==> src/pkg/sqa_pkg.sv <==
// constants, state and opcode types for the square-accumulate and
// status-op execution block.
// assumes a single core clock; no imports, every use is sqa_pkg::name.
package sqa_pkg;

	// ==========================================================
	// widths and aux register count
	localparam int DATA_W = 16;
	localparam int ACC_W  = 32;
	localparam int AUX_N  = 8;

	// ==========================================================
	// opcodes on the instruction port
	typedef enum logic [2:0] {
		OP_NONE        = 3'h0,
		OP_SQUARE_ADD  = 3'h1,
		OP_SQUARE_SUB  = 3'h2,
		OP_STORE_ST    = 3'h3,
		OP_STORE_ST_N  = 3'h4,
		OP_STORE_ST1   = 3'h5,
		OP_SET_SXM     = 3'h6,
		OP_SET_TXM_TC  = 3'h7
	} sqa_op_type;

	// sub-select for op code 7: set test/control or set transmit mode
	localparam logic SUB_TEST_CONTROL = 1'h0;
	localparam logic SUB_TRANSMIT     = 1'h1;

	// ==========================================================
	// indirect modifier codes
	localparam logic [1:0] MOD_NONE = 2'h0;
	localparam logic [1:0] MOD_INC  = 2'h1;
	localparam logic [1:0] MOD_DEC  = 2'h2;

	// ==========================================================
	// product shift mode codes and shift amounts
	localparam logic [1:0] PM_NONE   = 2'h0;
	localparam logic [1:0] PM_LEFT1  = 2'h1;
	localparam logic [1:0] PM_LEFT4  = 2'h2;
	localparam logic [1:0] PM_RIGHT6 = 2'h3;
	localparam int SHIFT_L1 = 1;
	localparam int SHIFT_L4 = 4;
	localparam int SHIFT_R6 = 6;

	// ==========================================================
	// execution states, one-hot
	typedef enum logic [2:0] {
		ST_IDLE = 3'b001,
		ST_WAIT = 3'b010,
		ST_LOAD = 3'b100
	} sqa_state_type;

	// ==========================================================
	// register port offsets (word index)
	localparam logic [3:0] OFS_ST0    = 4'h0;
	localparam logic [3:0] OFS_ST1    = 4'h1;
	localparam logic [3:0] OFS_ACC_LO = 4'h2;
	localparam logic [3:0] OFS_ACC_HI = 4'h3;
	localparam logic [3:0] OFS_P_LO   = 4'h4;
	localparam logic [3:0] OFS_P_HI   = 4'h5;
	localparam logic [3:0] OFS_TREG   = 4'h6;
	localparam logic [3:0] OFS_CTRL   = 4'h7;
	localparam logic [3:0] OFS_AUX0   = 4'h8;

	// ==========================================================
	// status word and control word field positions
	localparam int ST0_ARP_LSB = 13;
	localparam int ST1_TC_BIT  = 11;
	localparam int ST1_SXM_BIT = 10;
	localparam int ST1_TXM_BIT = 2;
	localparam int ST1_PM_LSB  = 0;
	localparam int CTRL_GEN_BIT = 0;

	// ==========================================================
	// reset values
	localparam logic [1:0]  PM_RESET   = 2'h0;
	localparam logic        SXM_RESET  = 1'h1;
	localparam logic        TC_RESET   = 1'h0;
	localparam logic        TXM_RESET  = 1'h0;
	localparam logic [2:0]  ARP_RESET  = 3'h0;
	localparam logic        GEN_RESET  = 1'h0;
	localparam logic [15:0] WORD_RESET = 16'h0000;

endpackage

==> src/logic/sqa_product_shift.sv <==
// product shifter: scales the product register per the shift mode.
// assumes a 32-bit two's complement product; purely combinational.
`timescale 1ns/1ps
`default_nettype none
module sqa_product_shift (
	// product in
	input  wire logic [31:0] product,
	input  wire logic [1:0]  shift_mode,
	// scaled product out
	output logic      [31:0] shifted
);

	// ==========================================================
	// shift select
	wire logic [31:0] left_one;
	wire logic [31:0] left_four;
	wire logic [31:0] right_six;

	// left shifts zero fill, right shift keeps the sign
	assign left_one  = product << sqa_pkg::SHIFT_L1; // RULE_09
	assign left_four = product << sqa_pkg::SHIFT_L4; // RULE_09
	assign right_six = 32'($signed(product) >>> sqa_pkg::SHIFT_R6); // RULE_09

	assign shifted = (shift_mode == sqa_pkg::PM_LEFT1)  ? left_one  :
	                 (shift_mode == sqa_pkg::PM_LEFT4)  ? left_four :
	                 (shift_mode == sqa_pkg::PM_RIGHT6) ? right_six :
	                 product; // RULE_09

endmodule
`default_nettype wire

==> src/logic/sqa_exec.sv <==
// execution of square-accumulate, store-status and set-bit instructions.
// assumes data memory answers a read strobe with data one cycle later,
// and the instruction source holds an instruction until instr_ready.
//
// What this block does
// RULE_01: square-and-add adds the mode-shifted product to the accumulator, then squares the memory operand into the product.
// RULE_02: square-and-subtract subtracts the mode-shifted product from the accumulator, then squares the memory operand into the product.
// RULE_03: plain store-status writes status word zero to the addressed data word, direct or indirect.
// RULE_04: store-status with a selector writes the chosen status word to data memory, direct or indirect.
// RULE_05: store-status-one writes all of status word one to the addressed data word.
// RULE_06: set-sign-extension forces the sign-extend enable bit to one.
// RULE_07: set-test-control forces the test/control flag to one and touches nothing else.
// RULE_08: set-transmit-mode forces the transmit mode bit to one, only on the older generation.
// RULE_09: the shift mode gives no shift, left one, left four, or arithmetic right six, left shifts zero filled.
// RULE_10: indirect forms update the current aux register per the modifier and may load a new pointer select.
//
// Added by the designer: the placing of the registers and the address-and-strobe port.
`timescale 1ns/1ps
`default_nettype none
module sqa_exec (
	// clock and reset
	input  wire logic        clk,
	input  wire logic        reset_n,
	// instruction port
	input  wire logic        instr_valid,
	input  wire logic [2:0]  instr_op,
	input  wire logic        instr_sub,
	input  wire logic        instr_indirect,
	input  wire logic [15:0] instr_direct_addr,
	input  wire logic [1:0]  instr_modifier,
	input  wire logic        instr_next_valid,
	input  wire logic [2:0]  instr_next_arp,
	input  wire logic        instr_status_sel,
	output logic             instr_ready,
	// data memory port
	output logic             mem_rd,
	output logic             mem_wr,
	output logic      [15:0] mem_addr,
	output logic      [15:0] mem_wdata,
	input  wire logic [15:0] mem_rdata,
	// register port
	input  wire logic [3:0]  reg_addr,
	input  wire logic [15:0] reg_wdata,
	input  wire logic        reg_wr,
	input  wire logic        reg_rd,
	output logic      [15:0] reg_rdata,
	// status bits
	output logic             sign_extend_enable,
	output logic             test_control_flag,
	output logic             serial_transmit_mode_bit
);

	// ==========================================================
	// reset release
	logic rst_meta_reg;
	logic rst_n_sync;

	always_ff @(posedge clk or negedge reset_n) begin
		if (!reset_n) begin
			rst_meta_reg <= 1'h0;
			rst_n_sync   <= 1'h0;
		end else begin
			rst_meta_reg <= 1'h1;
			rst_n_sync   <= rst_meta_reg;
		end
	end

	// ==========================================================
	// state
	sqa_pkg::sqa_state_type state_reg;
	sqa_pkg::sqa_state_type state_next;
	logic [31:0] acc_reg;
	logic [31:0] acc_next;
	logic [31:0] product_reg;
	logic [15:0] treg_reg;
	logic [1:0]  pm_reg;
	logic        sxm_reg;
	logic        tc_reg;
	logic        txm_reg;
	logic [2:0]  arp_reg;
	logic        gen_reg;
	logic [15:0] aux_reg [sqa_pkg::AUX_N];
	logic        ready_reg;
	logic        rd_reg;
	logic        wr_reg;
	logic [15:0] addr_reg;
	logic [15:0] wdata_reg;
	logic [15:0] rdata_reg;

	// ==========================================================
	// decode
	wire logic        take;
	wire logic        is_sqr_add;
	wire logic        is_sqr_sub;
	wire logic        is_sqr;
	wire logic        is_st0;
	wire logic        is_st_n;
	wire logic        is_st1;
	wire logic        is_store;
	wire logic        is_sxm;
	wire logic        is_tc;
	wire logic        is_txm;
	wire logic        uses_mem;
	wire logic        ind_step;
	wire logic [15:0] cur_aux;
	wire logic [15:0] aux_stepped;
	wire logic [15:0] op_addr;
	wire logic [15:0] st0_word;
	wire logic [15:0] st1_word;
	wire logic [15:0] store_word;
	wire logic [31:0] p_shifted;
	wire logic [31:0] square;

	assign take       = instr_valid && ready_reg;
	assign is_sqr_add = instr_op == sqa_pkg::OP_SQUARE_ADD;
	assign is_sqr_sub = instr_op == sqa_pkg::OP_SQUARE_SUB;
	assign is_sqr     = is_sqr_add || is_sqr_sub;
	assign is_st0     = instr_op == sqa_pkg::OP_STORE_ST;
	assign is_st_n    = instr_op == sqa_pkg::OP_STORE_ST_N;
	assign is_st1     = instr_op == sqa_pkg::OP_STORE_ST1;
	assign is_store   = is_st0 || is_st_n || is_st1;
	assign is_sxm     = instr_op == sqa_pkg::OP_SET_SXM;
	assign is_tc      = instr_op == sqa_pkg::OP_SET_TXM_TC &&
	                    instr_sub == sqa_pkg::SUB_TEST_CONTROL;
	// transmit mode exists only when the older generation is selected
	assign is_txm     = instr_op == sqa_pkg::OP_SET_TXM_TC &&
	                    instr_sub == sqa_pkg::SUB_TRANSMIT && gen_reg; // RULE_08
	assign uses_mem   = is_sqr || is_store;
	assign ind_step   = take && uses_mem && instr_indirect;

	// indirect address is the current aux register before modification
	assign cur_aux     = aux_reg[arp_reg];
	assign aux_stepped = (instr_modifier == sqa_pkg::MOD_INC) ?
	                     cur_aux + 16'h0001 :
	                     (instr_modifier == sqa_pkg::MOD_DEC) ?
	                     cur_aux - 16'h0001 : cur_aux; // RULE_10
	assign op_addr     = instr_indirect ? cur_aux : instr_direct_addr;

	assign st0_word = {arp_reg, 13'h0000};
	assign st1_word = {4'h0, tc_reg, sxm_reg, 7'h00, txm_reg, pm_reg};
	assign store_word = is_st1 ? st1_word : // RULE_05
	                    (is_st_n && instr_status_sel) ? st1_word : // RULE_04
	                    st0_word; // RULE_03

	sqa_product_shift u_shift (
		.product    (product_reg),
		.shift_mode (pm_reg),
		.shifted    (p_shifted)
	);

	assign square = 32'($signed(mem_rdata) * $signed(mem_rdata));

	// accumulate happens at dispatch, before the new square lands
	assign acc_next = is_sqr_add ? acc_reg + p_shifted : // RULE_01
	                  acc_reg - p_shifted; // RULE_02

	// ==========================================================
	// sequencer
	always_comb begin
		state_next = state_reg;
		case (state_reg)
			sqa_pkg::ST_IDLE: begin
				if (take && is_sqr) begin
					state_next = sqa_pkg::ST_WAIT;
				end
			end
			sqa_pkg::ST_WAIT: begin
				state_next = sqa_pkg::ST_LOAD;
			end
			sqa_pkg::ST_LOAD: begin
				state_next = sqa_pkg::ST_IDLE;
			end
			default: begin
				state_next = sqa_pkg::ST_IDLE;
			end
		endcase
	end

	always_ff @(posedge clk or negedge rst_n_sync) begin
		if (!rst_n_sync) begin
			state_reg <= sqa_pkg::ST_IDLE;
			ready_reg <= 1'h0;
		end else begin
			state_reg <= state_next;
			ready_reg <= state_next == sqa_pkg::ST_IDLE;
		end
	end

	// ==========================================================
	// register port decode
	wire logic        wr_st1;
	wire logic        wr_ctrl;
	wire logic        wr_acc_lo;
	wire logic        wr_acc_hi;
	wire logic [15:0] rd_value;

	assign wr_st1    = reg_wr && reg_addr == sqa_pkg::OFS_ST1;
	assign wr_ctrl   = reg_wr && reg_addr == sqa_pkg::OFS_CTRL;
	assign wr_acc_lo = reg_wr && reg_addr == sqa_pkg::OFS_ACC_LO;
	assign wr_acc_hi = reg_wr && reg_addr == sqa_pkg::OFS_ACC_HI;

	assign rd_value = (reg_addr == sqa_pkg::OFS_ST0)    ? st0_word :
	                  (reg_addr == sqa_pkg::OFS_ST1)    ? st1_word :
	                  (reg_addr == sqa_pkg::OFS_ACC_LO) ? acc_reg[15:0] :
	                  (reg_addr == sqa_pkg::OFS_ACC_HI) ? acc_reg[31:16] :
	                  (reg_addr == sqa_pkg::OFS_P_LO)   ? product_reg[15:0] :
	                  (reg_addr == sqa_pkg::OFS_P_HI)   ? product_reg[31:16] :
	                  (reg_addr == sqa_pkg::OFS_TREG)   ? treg_reg :
	                  (reg_addr == sqa_pkg::OFS_CTRL)   ? {15'h0000, gen_reg} :
	                  cur_aux_at(reg_addr);

	function automatic logic [15:0] cur_aux_at(input logic [3:0] a);
		cur_aux_at = aux_reg[a[2:0]];
	endfunction

	// ==========================================================
	// arithmetic registers
	// an instruction update wins over a software write in the same cycle
	always_ff @(posedge clk or negedge rst_n_sync) begin
		if (!rst_n_sync) begin
			acc_reg     <= 32'h00000000;
			product_reg <= 32'h00000000;
			treg_reg    <= sqa_pkg::WORD_RESET;
		end else if (take && is_sqr) begin
			acc_reg <= acc_next; // RULE_01 RULE_02
		end else if (state_reg == sqa_pkg::ST_LOAD) begin
			treg_reg    <= mem_rdata; // RULE_01 RULE_02
			product_reg <= square; // RULE_01 RULE_02
		end else if (wr_acc_lo) begin
			acc_reg[15:0] <= reg_wdata;
		end else if (wr_acc_hi) begin
			acc_reg[31:16] <= reg_wdata;
		end
	end

	// ==========================================================
	// status bits
	always_ff @(posedge clk or negedge rst_n_sync) begin
		if (!rst_n_sync) begin
			pm_reg  <= sqa_pkg::PM_RESET;
			sxm_reg <= sqa_pkg::SXM_RESET;
			tc_reg  <= sqa_pkg::TC_RESET;
			txm_reg <= sqa_pkg::TXM_RESET;
			gen_reg <= sqa_pkg::GEN_RESET;
		end else begin
			if (wr_st1) begin
				pm_reg  <= reg_wdata[sqa_pkg::ST1_PM_LSB +: 2];
				sxm_reg <= reg_wdata[sqa_pkg::ST1_SXM_BIT];
				txm_reg <= reg_wdata[sqa_pkg::ST1_TXM_BIT];
				tc_reg  <= reg_wdata[sqa_pkg::ST1_TC_BIT];
			end
			// a set instruction beats a same-cycle software write
			if (take && is_sxm) begin
				sxm_reg <= 1'h1; // RULE_06
			end
			if (take && is_tc) begin
				tc_reg <= 1'h1; // RULE_07
			end
			if (take && is_txm) begin
				txm_reg <= 1'h1; // RULE_08
			end
			if (wr_ctrl) begin
				gen_reg <= reg_wdata[sqa_pkg::CTRL_GEN_BIT];
			end
		end
	end

	// ==========================================================
	// aux pointer and aux registers
	always_ff @(posedge clk or negedge rst_n_sync) begin
		if (!rst_n_sync) begin
			arp_reg <= sqa_pkg::ARP_RESET;
		end else if (ind_step && instr_next_valid) begin
			arp_reg <= instr_next_arp; // RULE_10
		end else if (reg_wr && reg_addr == sqa_pkg::OFS_ST0) begin
			arp_reg <= reg_wdata[sqa_pkg::ST0_ARP_LSB +: 3];
		end
	end

	genvar gi;
	generate
		for (gi = 0; gi < sqa_pkg::AUX_N; gi++) begin : g_aux
			wire logic hit_step;
			wire logic hit_wr;
			assign hit_step = ind_step && arp_reg == 3'(gi);
			assign hit_wr   = reg_wr && reg_addr == 4'(sqa_pkg::OFS_AUX0 + gi);
			always_ff @(posedge clk or negedge rst_n_sync) begin
				if (!rst_n_sync) begin
					aux_reg[gi] <= sqa_pkg::WORD_RESET;
				end else if (hit_step) begin
					aux_reg[gi] <= aux_stepped; // RULE_10
				end else if (hit_wr) begin
					aux_reg[gi] <= reg_wdata;
				end
			end
		end
	endgenerate

	// ==========================================================
	// data memory strobes
	always_ff @(posedge clk or negedge rst_n_sync) begin
		if (!rst_n_sync) begin
			rd_reg    <= 1'h0;
			wr_reg    <= 1'h0;
			addr_reg  <= sqa_pkg::WORD_RESET;
			wdata_reg <= sqa_pkg::WORD_RESET;
		end else begin
			rd_reg <= take && is_sqr; // RULE_01 RULE_02
			wr_reg <= take && is_store; // RULE_03 RULE_04 RULE_05
			if (take && uses_mem) begin
				addr_reg <= op_addr;
			end
			if (take && is_store) begin
				wdata_reg <= store_word; // RULE_03 RULE_04 RULE_05
			end
		end
	end

	// ==========================================================
	// register read data, one cycle after the strobe
	always_ff @(posedge clk or negedge rst_n_sync) begin
		if (!rst_n_sync) begin
			rdata_reg <= sqa_pkg::WORD_RESET;
		end else if (reg_rd) begin
			rdata_reg <= rd_value;
		end
	end

	// ==========================================================
	// outputs
	assign instr_ready              = ready_reg;
	assign mem_rd                   = rd_reg;
	assign mem_wr                   = wr_reg;
	assign mem_addr                 = addr_reg;
	assign mem_wdata                = wdata_reg;
	assign reg_rdata                = rdata_reg;
	assign sign_extend_enable       = sxm_reg;
	assign test_control_flag        = tc_reg;
	assign serial_transmit_mode_bit = txm_reg;

endmodule
`default_nettype wire

==> config.mk <==
export PLATFORM = sky130hd
export DESIGN_NAME = sqa_exec
export DESIGN_NICKNAME = d
export VERILOG_FILES = /design/src/pkg/sqa_pkg.sv /design/src/logic/sqa_product_shift.sv /design/src/logic/sqa_exec.sv
export SDC_FILE = /design/constraint.sdc
export NUM_CORES = 2
export LEC_CHECK = 0
export BUFFER_PORTS_ARGS = -buffer_cell sky130_fd_sc_hd__buf_2
export CORE_MARGIN = 5
export CORE_UTILIZATION = 35
export DETAILED_ROUTE_END_ITERATION = 10
export SETUP_SLACK_MARGIN = 0.2
export SLEW_MARGIN = 15
export SYNTH_ARGS = -nofsm -noshare
export SYNTH_HDL_FRONTEND = slang
export SYNTH_SLANG_ARGS = --single-unit
==> constraint.sdc <==
create_clock -name clk -period 9.2 [get_ports clk]
set_clock_uncertainty 0.1 [all_clocks]
set_input_delay 0.46 -clock clk [delete_from_list [all_inputs] [get_ports clk]]
set_output_delay 0.46 -clock clk [all_outputs]
set_load 0.005 [all_outputs]
# Yosys cells after proc, flatten, opt, wreduce, memory -nomap -nowiden

Index checks and enable logic that the tools add are counted.

Logic and storage cells: 189
Output and inout bits: 54
Input bits: 69
Register bits: 273

Reductions and logical operators: 57
Bitwise logic cells: 4
Multipliers: 1
$add $sub $neg: 4
Eq/ne operators: 40
Magnitude comparators: 2
Mux-type cells: 54

Operator list:

| cell                                                      | number |
|---|---|
| 2-to-1 mux 16 bit                                         | 36 |
| 2-to-1 mux 32 bit                                         | 5 |
| binary-select mux 16 bit (select 3 bit)                   | 2 |
| logical AND 1 bit                                         | 34 |
| adder 32 bit                                              | 1 |
| == test 4 bit (second input constant)                     | 8 |
| multiplier 16 x 16 -> 32 bit                              | 1 |
| subtractor 32 bit                                         | 1 |
| 2-to-1 mux 31 bit                                         | 1 |
| nonzero test 2 bit                                        | 14 |
| == test 3 bit (second input constant)                     | 9 |
| adder 16 x 1 -> 16 bit (second input constant)            | 1 |
| == test 4 x 3 -> 1 bit (second input constant)            | 4 |
| subtractor 16 x 1 -> 16 bit (second input constant)       | 1 |
| == test 3 x 2 -> 1 bit (second input constant)            | 5 |
| == test 3 x 1 -> 1 bit (second input constant)            | 4 |
| 2-to-1 mux 3 bit                                          | 3 |
| == test 4 x 2 -> 1 bit (second input constant)            | 2 |
| greater-or-equal comparator 4 bit (second input constant) | 2 |
| inverter 3 -> 4 bit                                       | 2 |
| == test 2 bit (second input constant)                     | 3 |
| 2-to-1 mux 1 bit                                          | 6 |
| one-hot mux 3 bit (2 select lines)                        | 1 |
| == test 2 x 1 -> 1 bit (second input constant)            | 2 |
| other kinds (8)                                           | 14 |

# Logic depth before layout (Yosys ltp)

Word-level depth: 12
Gate-level depth with buffers: 24
Depth with buffers taken out: 23

# Modules after synthesis

Synthesis repeated with hierarchy kept, for this count alone.

Cells, all modules: 2861
Area total of the unflattened synthesis: 26865.8 um^2

Modules (own cells, without submodules):

| module            | cells each | seq. area each (um^2) | area each (um^2) | times used |
|---|---|---|---|---|
| sqa_exec          | 2811       | 6583.8                | 26041.2          | 1 |
| sqa_product_shift | 50         | 0.0                   | 824.5            | 1 |

# Least setup slack after synthesis

OpenSTA, ideal clock, no wires.

Path type: input port to flip-flop
Start: input port mem_rdata[15]
End: register product_reg[28]
Data arrival time: 6.050 ns
Stages on the path: 20
Buffers on the path: 2
Data required time: 8.966 ns
Slack: 2.916 ns
Setup time: 0.134 ns
Cell sequence: clkbuf_1 > clkbuf_1 > nand2_1 > fa_1 > inv_1 > fa_1 > fa_1 > fa_1 > fa_1 > inv_1 > fa_1 > inv_1 > ha_1 > a21o_1 > a21o_1 > a21o_1 > or3_1 > o21ai_0 > xor2_1 > o21ai_0

Word-level cells in the longest chain between the ends: 1

RTL lines:

| what                         | RTL line        | RTL |
|---|---|---|
| start: declaration           | sqa_exec.sv:40  | `input wire logic [15:0] mem_rdata,` |
| multiplier 16 x 16 -> 32 bit | sqa_exec.sv:151 | `assign square = 32'($signed(mem_rdata) * $signed(mem_rdata));` |
| end signal: assignment       | sqa_exec.sv:228 | `product_reg <= square;` |
| end: declaration             | sqa_exec.sv:74  | `logic [31:0] product_reg;` |

No other way between the ends.
A chain may end at the register's enable or synchronous reset.

# Final worst setup path

Start: input port mem_rdata[15]
End: register product_reg[30]

The elaborated chain is that of the path after synthesis.

==> out/results.tsv <==
metric	value	unit
outcome	complete, no violations	
hp-class	in2reg	
r2r_end	acc_reg[29]	
hold_path_depth	2	
synth_cells	2867	
final_core_util	38.5	%
port_buffers	114	
layout-drive-gt1-share	13.6	%
ioPinCount	123	
hold_violations	0	
ys_ff_latch	263	
cts_tree	done	
core.rowCount	101	
pre_cts_slack	2.36	ns
synth_async_sr_flop_share	100	%
drv_slew	0	
finalSetupTns	0	ns
synthTopCellsByArea	dfrtp_1, fa_1, mux4_2	
root_buffer	clkbuf_16	
ys_types	74	
final_nets	3316	
finalSetupViolCount	0	
post-route-period-util	68.2	%
largest_reg_flops	128	
yosys_most_used_dff	dfrtp_1	
fin_ws	2.92	ns
reg2reg_depth	17	
synth_top_cell_by_area	dfrtp_1	
synth_top_area_share	24.5	%
viasPerCell	5.36	
die_h	286	um
grt_pass1_vias	20900	
relSlewSlack	27.3	%
avgRoutedWirePerCell	20.4	um
grt_pass1_wl	124000	um
cp_max_fo	18	
start_util	35.2	%
drt_iter0_drc	1560	
ys.warnings.count	0	
htreeDepth	1	
cp.arrival	6.64	ns
clk_pin_slew	0.07	ns
synth-edff-count	0	
start_kind	input port	
syn_area_per_cell	9.31	um2
die_x	286	um
clk_path_buf_depth	3	
ant_nets	0	
grt.overflow.total	0	
area_delta_synth_final	9.44	%
die_area	81900	um2
hpwlAfterDp	57900	um
fmax	159	MHz
cap_violations	0	
cts_buffers	28	
tightest_slew	1.08	ns
drt_wl_total	79300	um
clk_latency	0.58	ns
grt_max_degree	137	
antenna_cells	0	
fin_crit	6.28	ns
synthesis.area	26700	um2
hold_ws	0.0262	ns
rsz0062_at_grt	false	
worstReg2RegStart	pm_reg[0]	
min_from	instr_op[0]	
gp_congestion	0.906	
grt_usage	19.1	%
critPathKind	in2reg	
r2r_setup_slack	3.14	ns
vias	20800	
drt_first_pass_iters	5	
remaining_drc_errors	0	
crit_required	9.56	ns
ys_seq_area_share	24.7	%
crit_path_end_kind	flip-flop	
antenna_found_initial	0	
core_area	75800	um2
cts_sinks	263	
min_to	sign_extend_enable	
[metrics by stage]
stage / area, um2 / cells
2_1_floorplan: 26700 / 2874
3_5_place_dp: 28200 / 3831
4_1_cts: 29200 / 3888
5_1_grt: 29200 / 3888
6_report: 29200 / 3888
3_3_place_gp: 28200 / 3831
[critical path, stage by stage]
cell	delay [ns]
buf_2	0.33
inv_1	0.37
nor2_1	0.31
fa_1	0.57
fa_1	0.81
fa_1	0.52
fa_1	0.51
fa_1	0.49
inv_1	0.05
fa_1	0.47
inv_1	0.04
ha_1	0.32
a21o_1	0.19
a21o_1	0.17
a21o_1	0.19
or3_1	0.32
o2111ai_1	0.26
a211o_1	0.17
nand3_1	0.07
[layout by cell type (no fill, tap or decap), drive strengths merged, types with 8 or more instances in the layout]
| cell type | count |
|---|---|
| nor2 | 160 |
| clkinv | 11 |
| buf | 153 |
| nor2b | 39 |
| clkbuf | 35 |
| nor3 | 44 |
| a311oi | 8 |
| o21ai | 220 |
| xnor2 | 72 |
| and2 | 41 |
| nor4 | 15 |
| o21a | 10 |
| and3 | 9 |
| a211oi | 42 |
| nand3b | 9 |
| ha | 125 |
| conb | 9 |
| mux2i | 122 |
| nand3 | 24 |
| xor2 | 36 |
| a21o | 27 |
| fa | 234 |
| a221oi | 15 |
| nand2b | 16 |
| mux4 | 90 |
| dfrtp | 261 |
| o31ai | 12 |
| mux2 | 59 |
| nand2 | 339 |
| o211ai | 14 |
| o21bai | 11 |
| a31oi | 13 |
| inv | 355 |
| a21oi | 156 |
| or3 | 14 |
| nand4 | 10 |
| nor3b | 9 |
| o22ai | 18 |
[layer usage]
layer | track usage [%] | share of wire [%]
met1 | 27.6 | 45
met2 | 30.1 | 45
met3 | 2.11 | 6.6
met4 | 6.13 | 3.5
met5 | 0 | 0
[cell usage after synthesis (27+ instances only)]
master and n:
and2_1 40, xnor2_1 72, nor2b_1 39, clkbuf_1 131
dfrtp_1 261, nor3_1 43, a211oi_1 42, mux4_2 90
mux2_2 59, mux2i_1 119, ha_1 125, o21ai_1 40
fa_1 234, o21ai_0 180, nand2_1 339, a21oi_1 156
xor2_1 35, nor2_1 160, a21o_1 27, inv_1 354
[cell families after synthesis]
| kind of cell | Yosys count | share of synthesized area (%) |
|---|---|---|
| AOI/OAI and AO/OA | 588 | 13.2 |
| xor gates and xnor gates | 108 | 3.57 |
| adders and majority gates | 359 | 23.4 |
| buffers and inverters | 531 | 7.73 |
| DFF | 263 | 24.7 |
| muxes | 271 | 14.7 |
| other | 2 | 0.0281 |
| and+or+nand+nor | 745 | 12.8 |
[timing repair]
action | CTS | global route
endpoints found under the hold margin | 6 | 0
setup buffers | 0 | 0
hold buffers | 5 | 0
gates resized for setup | 0 | 0
[worst max-delay path by stage]
stage / cells past startpoint / end / slack [ns] / start
4_1_cts: 19 / product_reg[30] / 2.94 / mem_rdata[15]
3_5_place_dp: 19 / product_reg[30] / 2.36 / mem_rdata[15]
6_report: 19 / product_reg[30] / 2.92 / mem_rdata[15]
3_3_place_gp: 22 / product_reg[31] / 2.42 / mem_rdata[15]
2_1_floorplan: 0 / acc_reg[0] / 1.23 / rst_n_sync
5_1_grt: 19 / product_reg[28] / 2.56 / mem_rdata[15]
[final cells by class]
cell class	count	area, um2
fillers	7611	46600
multi-input cells	2080	18100
flip-flops and latches	263	6590
inverters	357	1340
well taps	978	1220
repair buffers	158	928
clock buffers	35	767
clock inverters	17	233
Power is left out: the tool's default activity adds up to more than one toggle a clock period on the data nets, which glitch-free logic cannot reach.
